## src/phy_ext_page2_defines.vh

```
// constants for the extended page 2 control register bank
// assumes a 200 mhz aclk and an axi4-lite master on the register side
`ifndef PHY_EXT_PAGE2_DEFINES_VH
`define PHY_EXT_PAGE2_DEFINES_VH

// ****************************************************************
// bus and register map (index; byte address is four times index)
// ****************************************************************
`define ADDR_W 8
`define IDX_BASIC 5'h00
`define IDX_EEE 5'h11
`define IDX_CAP 5'h12
`define IDX_ENT 5'h13
`define IDX_MASK 5'h1C
`define IDX_STAT 5'h1D
`define IDX_PAGE 5'h1F
`define IDX_EXT_LO 5'h10
`define IDX_EXT_HI 5'h1E
`define PAGE_MAIN 16'h0000
`define PAGE_EXT2 16'h0002
`define RESP_OKAY 2'h0
`define RESP_SLVERR 2'h2

// ****************************************************************
// control register field positions
// ****************************************************************
`define EEE_TE_BIT 15
`define EEE_LED_UNI_BIT 14
`define EEE_POL_HI 13
`define EEE_POL_LO 10
`define EEE_LINK_BIT 8
`define EEE_EN1000_BIT 7
`define EEE_EN100_BIT 6
`define EEE_FORCE1000_BIT 5
`define EEE_FORCE_LPI_BIT 4
`define EEE_INH100_TX_BIT 3
`define EEE_INH100_RX_BIT 2
`define EEE_INH1000_TX_BIT 1
`define EEE_INH1000_RX_BIT 0
`define EEE_WR_MASK 16'hFC3F
`define EEE_RESET 16'h0000

// basic control register: speed select and software reset
`define BASIC_SOFT_RST_BIT 15
`define BASIC_SPD_MSB_BIT 6
`define BASIC_SPD_LSB_BIT 13
`define BASIC_RESET 16'h0040
`define SPEED_1000 2'h2

// ****************************************************************
// capability word, interrupt mask and status
// ****************************************************************
`define CAP_TEMP_BIT 15
`define CAP_QUAD_BIT 14
`define CAP_SEC_BIT 12
`define CAP_DUAL_BIT 10
`define CAP_KEY256_BIT 8
`define CAP_QUAD_VAL 1'b0
`define MASK_RESET 16'h0000
`define INT_W 11
`define STAT_RESET 11'h000

// link modes reported by the speed logic
`define LINK_MODE_10 2'h0
`define LINK_MODE_100 2'h1
`define LINK_MODE_1000 2'h2

// entropy generator
`define LFSR_SEED 16'hACE1
`define LFSR_TAPS 16'hB400

`endif

```

## src/entropy_lfsr.v

```verilog
// free-running galois lfsr used as the entropy source
// assumes one clock and a synchronous active-low reset
`timescale 1ns/1ps
`default_nettype none
`include "phy_ext_page2_defines.vh"

module entropy_lfsr #(
  parameter WIDTH = 16
) (
  input wire aclk,
  input wire aresetn,
  input wire [WIDTH-1:0] noise,
  output wire [WIDTH-1:0] value
);

  reg [WIDTH-1:0] state_reg;
  wire [WIDTH-1:0] state_next;

  // shift right, fold taps in when the low bit falls out, mix noise
  assign state_next = ((state_reg >> 1) ^
    (state_reg[0] ? `LFSR_TAPS : {WIDTH{1'b0}})) ^ noise;

  // state never locks at zero since a zero next state reloads the seed
  always @(posedge aclk) begin
    if (!aresetn) begin
      state_reg <= `LFSR_SEED;
    end else if (state_next == {WIDTH{1'b0}}) begin
      state_reg <= `LFSR_SEED;
    end else begin
      state_reg <= state_next;
    end
  end

  assign value = state_reg;

endmodule // entropy_lfsr
`default_nettype wire

```

## src/phy_ext_page2_ctrl_regs.v

```verilog
// extended page 2 control bank: efficient ethernet debug control,
// capability word, entropy word, interrupt mask and pending status
// assumes an axi4-lite master and phy datapath logic on aclk
//
// Implementation choice: the AXI4-Lite interface to the registers.
`timescale 1ns/1ps
`default_nettype none
`include "phy_ext_page2_defines.vh"

module phy_ext_page2_ctrl_regs #(
  parameter INDUSTRIAL_TEMP = 1'b0, // temperature grade strap
  parameter SEC_CAPABLE = 1'b1,
  parameter DUAL_MEDIA = 1'b1,
  parameter KEY256_CAPABLE = 1'b1,
  parameter [7:0] VARIANT_BCD = 8'h42 // arbitrary value
) (
  input wire aclk,
  input wire aresetn,
  // axi4-lite slave
  input wire [`ADDR_W-1:0] awaddr,
  input wire [2:0] awprot,
  input wire awvalid,
  output wire awready,
  input wire [31:0] wdata,
  input wire [3:0] wstrb,
  input wire wvalid,
  output wire wready,
  output wire [1:0] bresp,
  output wire bvalid,
  input wire bready,
  input wire [`ADDR_W-1:0] araddr,
  input wire [2:0] arprot,
  input wire arvalid,
  output wire arready,
  output wire [31:0] rdata,
  output wire [1:0] rresp,
  output wire rvalid,
  input wire rready,
  // phy state from the datapath
  input wire link_up,
  input wire [1:0] link_mode,
  input wire eee_en_1000,
  input wire eee_en_100,
  input wire fiber_unidir,
  input wire mac_tx_lpi,
  input wire mdi_rx_lpi,
  input wire [`INT_W-1:0] int_events,
  input wire [7:0] indicator_raw,
  input wire serial_ind_data,
  input wire [1:0] serial_ind_group,
  // controls toward the datapath
  output wire enable_10base_te,
  output wire force_1000_no_ms,
  output wire generator_tx_lpi,
  output wire mdi_tx_lpi,
  output wire mac_rx_lpi,
  output wire soft_reset_pulse,
  output wire [7:0] indicator_outputs,
  output wire serial_ind_out,
  output wire irq
);

  // ****************************************************************
  // storage
  // ****************************************************************
  reg [15:0] eee_ctrl_reg;
  reg [15:0] mask_reg;
  reg [`INT_W-1:0] stat_reg;
  reg [15:0] page_reg;
  reg [15:0] basic_reg;
  reg soft_rst_reg;
  reg awready_reg;
  reg wready_reg;
  reg aw_held_reg;
  reg w_held_reg;
  reg [`ADDR_W-1:0] waddr_reg;
  reg [31:0] wdata_reg;
  reg [3:0] wstrb_reg;
  reg bvalid_reg;
  reg [1:0] bresp_reg;
  reg arready_reg;
  reg rvalid_reg;
  reg [31:0] rdata_reg;
  reg [1:0] rresp_reg;
  reg ten_reg;
  reg f1000_reg;
  reg gen_lpi_reg;
  reg tx_lpi_reg;
  reg rx_lpi_reg;
  reg [7:0] ind_reg;
  reg ser_reg;
  reg irq_reg;
  wire [15:0] entropy;

  // ****************************************************************
  // entropy source
  // ****************************************************************
  entropy_lfsr #(
    .WIDTH(16)
  ) u_entropy (
    .aclk(aclk),
    .aresetn(aresetn),
    .noise({indicator_raw, int_events[7:0]}),
    .value(entropy)
  );

  // ****************************************************************
  // address decode
  // ****************************************************************
  wire page2_sel;
  wire [4:0] widx;
  wire [4:0] ridx;
  wire w_fire;
  wire r_fire;
  wire w_hit;
  wire r_hit;
  wire [15:0] wmask;
  wire [15:0] wval;

  // page 2 replaces 16-30 only while the page register holds 2
  assign page2_sel = (page_reg == `PAGE_EXT2);
  assign widx = waddr_reg[6:2];
  assign ridx = araddr[6:2];
  assign w_fire = aw_held_reg & w_held_reg & ~bvalid_reg;
  assign r_fire = arvalid & arready_reg;
  assign wmask = {{8{wstrb_reg[1]}}, {8{wstrb_reg[0]}}};

  // decode for an index; 0-15 never look at the page
  function hit_of;
    input [4:0] idx;
    input [`ADDR_W-1:0] addr;
    input p2;
    begin
      hit_of = 1'b0;
      if (addr[1:0] == 2'h0 && addr[`ADDR_W-1] == 1'b0) begin
        if (idx == `IDX_BASIC || idx == `IDX_PAGE) begin
          hit_of = 1'b1;
        end else if (p2) begin
          hit_of = (idx == `IDX_EEE) || (idx == `IDX_CAP) ||
            (idx == `IDX_ENT) || (idx == `IDX_MASK) ||
            (idx == `IDX_STAT);
        end
      end
    end
  endfunction

  assign w_hit = hit_of(widx, waddr_reg, page2_sel);
  assign r_hit = hit_of(ridx, araddr, page2_sel);

  // byte-lane merge of write data into a 16-bit register
  function [15:0] merge;
    input [15:0] old;
    input [15:0] nw;
    input [15:0] m;
    begin
      merge = (old & ~m) | (nw & m);
    end
  endfunction

  assign wval = wdata_reg[15:0];

  // ****************************************************************
  // read data mux
  // ****************************************************************
  reg [15:0] rword;

  // selects the addressed word; status and state bits are live
  always @* begin
    rword = 16'h0000;
    case (ridx)
      `IDX_BASIC: rword = basic_reg;
      `IDX_PAGE: rword = page_reg;
      `IDX_EEE: begin
        rword = eee_ctrl_reg & `EEE_WR_MASK;
        rword[`EEE_LINK_BIT] = link_up;
        rword[`EEE_EN1000_BIT] = eee_en_1000;
        rword[`EEE_EN100_BIT] = eee_en_100;
      end
      `IDX_CAP: begin
        rword[`CAP_TEMP_BIT] = INDUSTRIAL_TEMP;
        rword[`CAP_QUAD_BIT] = `CAP_QUAD_VAL;
        rword[`CAP_SEC_BIT] = SEC_CAPABLE;
        rword[`CAP_DUAL_BIT] = DUAL_MEDIA;
        rword[`CAP_KEY256_BIT] = KEY256_CAPABLE;
        rword[7:0] = VARIANT_BCD;
      end
      `IDX_ENT: rword = entropy;
      `IDX_MASK: rword = mask_reg;
      `IDX_STAT: rword = {5'h00, stat_reg};
      default: rword = 16'h0000;
    endcase
    if (!r_hit) begin
      rword = 16'h0000;
    end
  end

  // ****************************************************************
  // axi4-lite write channel
  // ****************************************************************
  // address and data are taken in either order, response follows both
  always @(posedge aclk) begin
    if (!aresetn) begin
      awready_reg <= 1'b0;
      wready_reg <= 1'b0;
      aw_held_reg <= 1'b0;
      w_held_reg <= 1'b0;
      waddr_reg <= {`ADDR_W{1'b0}};
      wdata_reg <= 32'h00000000;
      wstrb_reg <= 4'h0;
      bvalid_reg <= 1'b0;
      bresp_reg <= `RESP_OKAY;
    end else begin
      awready_reg <= ~aw_held_reg & ~(awvalid & awready_reg) &
        ~bvalid_reg & ~w_fire;
      wready_reg <= ~w_held_reg & ~(wvalid & wready_reg) &
        ~bvalid_reg & ~w_fire;
      if (awvalid && awready_reg) begin
        aw_held_reg <= 1'b1;
        waddr_reg <= awaddr;
      end
      if (wvalid && wready_reg) begin
        w_held_reg <= 1'b1;
        wdata_reg <= wdata;
        wstrb_reg <= wstrb;
      end
      if (w_fire) begin
        aw_held_reg <= 1'b0;
        w_held_reg <= 1'b0;
        bvalid_reg <= 1'b1;
        bresp_reg <= w_hit ? `RESP_OKAY : `RESP_SLVERR;
      end else if (bvalid_reg && bready) begin
        bvalid_reg <= 1'b0;
      end
    end
  end

  // ****************************************************************
  // axi4-lite read channel
  // ****************************************************************
  // one read at a time; data is captured at the address handshake
  always @(posedge aclk) begin
    if (!aresetn) begin
      arready_reg <= 1'b0;
      rvalid_reg <= 1'b0;
      rdata_reg <= 32'h00000000;
      rresp_reg <= `RESP_OKAY;
    end else if (r_fire) begin
      arready_reg <= 1'b0;
      rvalid_reg <= 1'b1;
      rdata_reg <= {16'h0000, rword};
      rresp_reg <= r_hit ? `RESP_OKAY : `RESP_SLVERR;
    end else if (rvalid_reg && rready) begin
      rvalid_reg <= 1'b0;
      arready_reg <= 1'b1;
    end else if (!rvalid_reg) begin
      arready_reg <= 1'b1;
    end
  end

  // ****************************************************************
  // sticky registers: cleared only by the hardware reset
  // ****************************************************************
  // efficient ethernet debug control and interrupt mask
  always @(posedge aclk) begin
    if (!aresetn) begin
      eee_ctrl_reg <= `EEE_RESET;
      mask_reg <= `MASK_RESET;
    end else if (w_fire && w_hit) begin
      // software reset does not touch these
      if (widx == `IDX_EEE) begin
        eee_ctrl_reg <= merge(eee_ctrl_reg, wval,
          wmask & `EEE_WR_MASK);
      end
      if (widx == `IDX_MASK) begin
        mask_reg <= merge(mask_reg, wval, wmask);
      end
    end
  end

  // ****************************************************************
  // non-sticky registers: page select and basic control
  // ****************************************************************
  // a software reset returns these to default and pulses out
  always @(posedge aclk) begin
    if (!aresetn) begin
      page_reg <= `PAGE_MAIN;
      basic_reg <= `BASIC_RESET;
      soft_rst_reg <= 1'b0;
    end else if (soft_rst_reg) begin
      page_reg <= `PAGE_MAIN;
      basic_reg <= `BASIC_RESET;
      soft_rst_reg <= 1'b0;
    end else if (w_fire && w_hit) begin
      if (widx == `IDX_PAGE) begin
        page_reg <= merge(page_reg, wval, wmask);
      end
      if (widx == `IDX_BASIC) begin
        basic_reg <= merge(basic_reg, wval, wmask);
        soft_rst_reg <= wval[`BASIC_SOFT_RST_BIT] &
          wmask[`BASIC_SOFT_RST_BIT];
      end
    end
  end

  // ****************************************************************
  // pending status, cleared by reading it
  // ****************************************************************
  wire stat_read;

  assign stat_read = r_fire & r_hit & (ridx == `IDX_STAT);

  // a new event in the clearing cycle stays pending
  always @(posedge aclk) begin
    if (!aresetn) begin
      stat_reg <= `STAT_RESET;
    end else if (stat_read) begin
      stat_reg <= int_events;
    end else begin
      stat_reg <= stat_reg | int_events;
    end
  end

  // ****************************************************************
  // datapath controls
  // ****************************************************************
  wire in_100;
  wire in_1000;
  wire [3:0] pol;
  wire ind_kill;
  wire [1:0] speed_sel;

  assign in_100 = (link_mode == `LINK_MODE_100);
  assign in_1000 = (link_mode == `LINK_MODE_1000);
  assign pol = eee_ctrl_reg[`EEE_POL_HI:`EEE_POL_LO];
  assign speed_sel = {basic_reg[`BASIC_SPD_MSB_BIT],
    basic_reg[`BASIC_SPD_LSB_BIT]};
  // indicators go dark in unidirectional fiber unless enabled
  assign ind_kill = fiber_unidir & ~eee_ctrl_reg[`EEE_LED_UNI_BIT];

  integer i;

  // every output is registered for clean timing at the pins
  always @(posedge aclk) begin
    if (!aresetn) begin
      ten_reg <= 1'b0;
      f1000_reg <= 1'b0;
      gen_lpi_reg <= 1'b0;
      tx_lpi_reg <= 1'b0;
      rx_lpi_reg <= 1'b0;
      ind_reg <= 8'hFF;
      ser_reg <= 1'b1;
      irq_reg <= 1'b0;
    end else begin
      ten_reg <= eee_ctrl_reg[`EEE_TE_BIT];
      f1000_reg <= eee_ctrl_reg[`EEE_FORCE1000_BIT] &
        (speed_sel == `SPEED_1000);
      gen_lpi_reg <= eee_ctrl_reg[`EEE_FORCE_LPI_BIT];
      // transmit lpi: generator overrides mac, inhibits per speed
      if (eee_ctrl_reg[`EEE_FORCE_LPI_BIT]) begin
        tx_lpi_reg <= 1'b1;
      end else if (in_100 && eee_ctrl_reg[`EEE_INH100_TX_BIT]) begin
        tx_lpi_reg <= 1'b0;
      end else if (in_1000 && eee_ctrl_reg[`EEE_INH1000_TX_BIT]) begin
        tx_lpi_reg <= 1'b0;
      end else begin
        tx_lpi_reg <= mac_tx_lpi;
      end
      // receive lpi toward the mac, inhibits per speed
      if (in_100 && eee_ctrl_reg[`EEE_INH100_RX_BIT]) begin
        rx_lpi_reg <= 1'b0;
      end else if (in_1000 && eee_ctrl_reg[`EEE_INH1000_RX_BIT]) begin
        rx_lpi_reg <= 1'b0;
      end else begin
        rx_lpi_reg <= mdi_rx_lpi;
      end
      // cleared polarity bit drives active low
      for (i = 0; i < 8; i = i + 1) begin
        ind_reg[i] <= ~((indicator_raw[i] & ~ind_kill) ^
          pol[i / 2]);
      end
      ser_reg <= ~((serial_ind_data & ~ind_kill) ^
        pol[serial_ind_group]);
      irq_reg <= |(stat_reg & mask_reg[`INT_W-1:0]);
    end
  end

  // ****************************************************************
  // output drive
  // ****************************************************************
  assign awready = awready_reg;
  assign wready = wready_reg;
  assign bvalid = bvalid_reg;
  assign bresp = bresp_reg;
  assign arready = arready_reg;
  assign rvalid = rvalid_reg;
  assign rdata = rdata_reg;
  assign rresp = rresp_reg;
  assign enable_10base_te = ten_reg;
  assign force_1000_no_ms = f1000_reg;
  assign generator_tx_lpi = gen_lpi_reg;
  assign mdi_tx_lpi = tx_lpi_reg;
  assign mac_rx_lpi = rx_lpi_reg;
  assign soft_reset_pulse = soft_rst_reg;
  assign indicator_outputs = ind_reg;
  assign serial_ind_out = ser_reg;
  assign irq = irq_reg;

endmodule // phy_ext_page2_ctrl_regs
`default_nettype wire

```

## config.mk

```make
export PLATFORM = sky130hd
export DESIGN_NAME = phy_ext_page2_ctrl_regs
export DESIGN_NICKNAME = d
export VERILOG_FILES = /design/src/entropy_lfsr.v /design/src/phy_ext_page2_ctrl_regs.v
export VERILOG_INCLUDE_DIRS = /design/src
export SDC_FILE = /design/constraint.sdc
export NUM_CORES = 1
export LEC_CHECK = 0
export BUFFER_PORTS_ARGS = -buffer_cell sky130_fd_sc_hd__buf_4
export CAP_MARGIN = 30
export CORE_UTILIZATION = 45
export CTS_CLUSTER_SIZE = 16
export DETAILED_ROUTE_END_ITERATION = 8
export GPL_TIMING_DRIVEN = 0
export PLACE_DENSITY_LB_ADDON = 0.25
export REMOVE_ABC_BUFFERS = 1
export SYNTH_ARGS = -nofsm -noshare
export SYNTH_HDL_FRONTEND = slang
export SYNTH_HIERARCHICAL = 1
export SYNTH_SLANG_ARGS = --single-unit
```

## constraint.sdc

```tcl
create_clock -name aclk -period 1.9 [get_ports aclk]
set_clock_uncertainty 0.1 [all_clocks]
set_input_delay 0 -clock aclk [delete_from_list [all_inputs] [get_ports aclk]]
set_output_delay 0 -clock aclk [all_outputs]
set_load 0.005 [all_outputs]
```

Word-level counts from Yosys, hierarchy flattened
Cells that the tools add are included.
{ "totals": {"out_inout_bits": 57, "elab_cells": 186, "reg_bits": 160} }
{ "classes": {"mux": 29, "bitwise": 72, "n_reduce_logical": 39, "magnitude_cmp": 1, "n_eq_ne": 17} }
{ "ops": {"columns": ["cell", "n"], "rows": [
  ["AND 16 bit", 6],
  ["bitwise OR 16 bit", 4],
  ["case mux 9 bit (7 select lines)", 1],
  ["equality test 5 bit (second input constant)", 12],
  ["two-way mux 16 bit", 2],
  ["NOT 16 bit", 2],
  ["AND 1 bit", 25],
  ["NOT 1 bit", 22],
  ["equality test 16 x 2 -> 1 bit (second input constant)", 1],
  ["zero test 16 bit", 1],
  ["two-way mux 1 bit", 16],
  ["XOR 15 x 16 -> 16 bit", 1],
  ["XOR 16 bit", 1],
  ["case mux 1 bit (5 select lines)", 3],
  ["AND 11 bit", 1],
  ["logical AND 1 bit", 11],
  ["two-way mux 11 bit", 1],
  ["bitwise OR 11 bit", 1],
  ["OR reduction 11 bit", 1],
  ["zero test 5 bit", 2],
  ["logical OR 1 bit", 10],
  ["case mux 2 bit (5 select lines)", 1],
  ["XOR 1 bit", 9],
  ["AND reduction 2 bit", 4],
  ["other kinds (13)", 20]
]} }

Longest topological paths before layout
{ "depth": {"depth_word": 11, "ltp_mapped": 8} }

Modules after synthesis
Netlist, hierarchy kept.
{ "by_module_without_submodules": {"columns": ["module", "area_per_inst_um2", "cells_each", "instances"], "rows": [
  ["phy_ext_page2_ctrl_regs", 5999.5, 691, 1],
  ["entropy_lfsr", 676.9, 67, 1]
]} }

Worst setup path before layout
No wires, ideal clock.
{ "synth_timing": {"path_kind": "register to register", "startpoint": "reg with a tool-made name", "endpoint": "reg with a tool-made name", "arrival_ps": 1764, "required_ps": 1728, "stages_incl_launch_ff": 6, "setup_ps": 72, "slack_ps": -36, "cell_sequence": "dfxtp_1 -> nor4b_2 -> nand4_1 -> o311a_4 -> nor3_4 -> mux2i_1"} }

==> reports/metrics.csv <==
metric;value;unit
final_max_slew_viol_count;0;
final.setup.tns;-2.82;ns
crit_required;2.16;ns
ios;152;
finalHoldViolations;0;
drtIter0Drc;508;
grt_usage;25.1;%
failed_checks;setup timing;
wl_per_cell;16.9;microns
grt_max_degree;81;
synth_edf_count;0;
switchingPower;1.79;mW
cts_max_level;4;
synthFlopType;dfxtp_1;
multi_input_area;3410;sq um
p_clk_share;44.8;%
routabilityCongestion;0.859;
startpoint_type;primary input;
combPwrFrac;10.0;%
final_cell_area;9250;sq um
final_cells;1143;
sw_frac_of_total;23.4;%
synth_seq_area_share;46.2;%
path_clk_slew;0.06;ns
intPower;5.84;mW
place_area;7510;sq um
drt-total-wl;19.3;mm
synthArstFlopShare;0;%
grt_overflow_total;0;
via_per_inst;5.31;
final_common_cell;nand2_1;
drt_drc_violations_left;0;
antennaDiodeCount;0;
die_area;15300;sq um
fin_nets;1043;
ant_nets;0;
cts_buffers;17;
clock_latency;0.43;ns
power_density;825;nW/um^2
die-width;124;microns
layout_common_cells;170 x nand2_1, 144 x dfxtp_1, 120 x buf_4;
setup_ws;-0.156;ns
criticalPathCategory;primary input to flop;
clock_sinks;154;
worstPathArrival;2.32;ns
hold_slack;0.0173;ns
core_region_area;14500;sq um
seqPwrFrac;45.2;%
drt-pass1-iter-count;6;
hpwl;12.5;mm
p_leak;3.74;nW
setup_violations;51;
final_layout_size_suffix_gt1_share;21.8;%
crit_fanout;13;
initial_utilization;46.1;%
ys_warn_count;6;
synthToLayoutAreaGrowth;38.5;%
cts_root_buf;clkbuf_16;
yosysUniqueCellTypes;57;
finalCritPeriodShare;108;%
tritoncts;done;
worst_pin_slew;0.954;ns
relSlewSlack;36.2;%
numPlacedInstances;1016;
timing.fmax;486;MHz
die_h;124;microns
maxCapViolCount;0;
crit_path_end_kind;flop;
rows;44;
min_path_type;primary input to flop;
peakVddDrop;0.000660;V
first_global_vias;5425;
grt_antenna_before_repair;0;
rsz0062_at_grt;yes;
synthesis.area;6680;sq um
avgSynthCellArea;8.81;sq um
synthesis.instances;758;
clockBufferDepth;2;
grt_pass1_wl;28.8;mm
fin_crit;2.06;ns
num_vias;6074;
place_ws;-0.687;ns
status;finished, violations left;
fillers;1215;
seq_area;3100;sq um
portBuffers;109;
ys_ff_latch;154;
-- cell type report --
class / count / area share (%)
Multi-Input combinational cell: 554 / 36.9
Clock buffer: 23 / 5.06
Sequential cell: 154 / 33.5
Tap cell: 184 / 2.49
Timing Repair Buffer: 210 / 20.3
Inverter: 11 / 0.446
Clock inverter: 7 / 1.26
-- logic make-up after synthesis --
| group | Yosys count | synth area share, % |
|---|---|---|
| other | 1 | 0.0562 |
| buffers and inverters | 67 | 5.73 |
| multiplexers | 50 | 7.68 |
| AND/OR/NAND/NOR | 306 | 22.0 |
| flip-flops | 154 | 46.2 |
| AO/OA/AOI/OAI | 153 | 14.8 |
| XOR/XNOR | 27 | 3.54 |
-- layer usage --
metal | vias up | share of wire (%) | GRT usage [%]
met5 | - | 0 | 0
met4 | 0 | 1.3 | 7.45
met3 | 21 | 7.8 | 6.55
met2 | 252 | 45 | 39.7
met1 | 2824 | 46 | 33.4
li1 | 2977 | - | -
-- stage by stage --
| stage | utilization [%] | total power, mW |
|---|---|---|
| after detailed placement | 51.9 | 4.11 |
| after CTS | 62.5 | 7.62 |
| after floorplan | - | 3.79 |
| final | 63.9 | 7.63 |
| after global placement | 51.4 | 4.09 |
| after global routing | 63.9 | 7.90 |
-- Yosys cell counts (11+ instances only) --
master | count | area, sq um
buf_4 | 18 | 135
nor3_1 | 13 | 65.1
and2_1 | 11 | 68.8
nor2_1 | 49 | 184
dfxtp_1 | 154 | 3080
xnor2_1 | 13 | 114
mux2i_1 | 49 | 490
a22o_1 | 14 | 123
nand2_1 | 171 | 642
xor2_1 | 14 | 123
o21ai_0 | 17 | 85.1
a22oi_1 | 23 | 173
clkbuf_1 | 23 | 86.3
nand3_1 | 14 | 70.1
a21oi_1 | 67 | 335
-- critical path: stages --
cell           delay (ns)
buf_6                0.19
dlygate4sd3_1        0.74
clkinv_1             0.34
or2_4                0.34
or4_4                0.57
o21ai_2              0.13
-- repair_timing --
item                                    CTS  global route
hold endpoints to repair                 76            21
cloned                                    0             0
buffers inserted                         13             5
gates resized for setup                  26            15
endpoints found under the setup margin   88            78
hold buffers                             68            11
pin swaps                                10             8
-- final timing paths --
path	slack, ns	from	to	depth (start not counted)
max reg2reg	-0.15	flop	flop	6
max	-0.16	aresetn	rdata[15]	6
min reg2reg	0.35	flop	flop	2
min	0.02	aresetn	stat_reg[1]	4
-- power groups by stage --
stage          Combinational [mW]  Clock (mW)  Sequential (mW)
3_5_place_dp                0.599           0             3.51
2_1_floorplan               0.314           0             3.48
6_report                    0.767        3.42             3.45
3_3_place_gp                0.584           0             3.51
5_1_grt                     0.836        3.61             3.46
4_1_cts                     0.726        3.45             3.44
(Power assumes the default switching activity.)
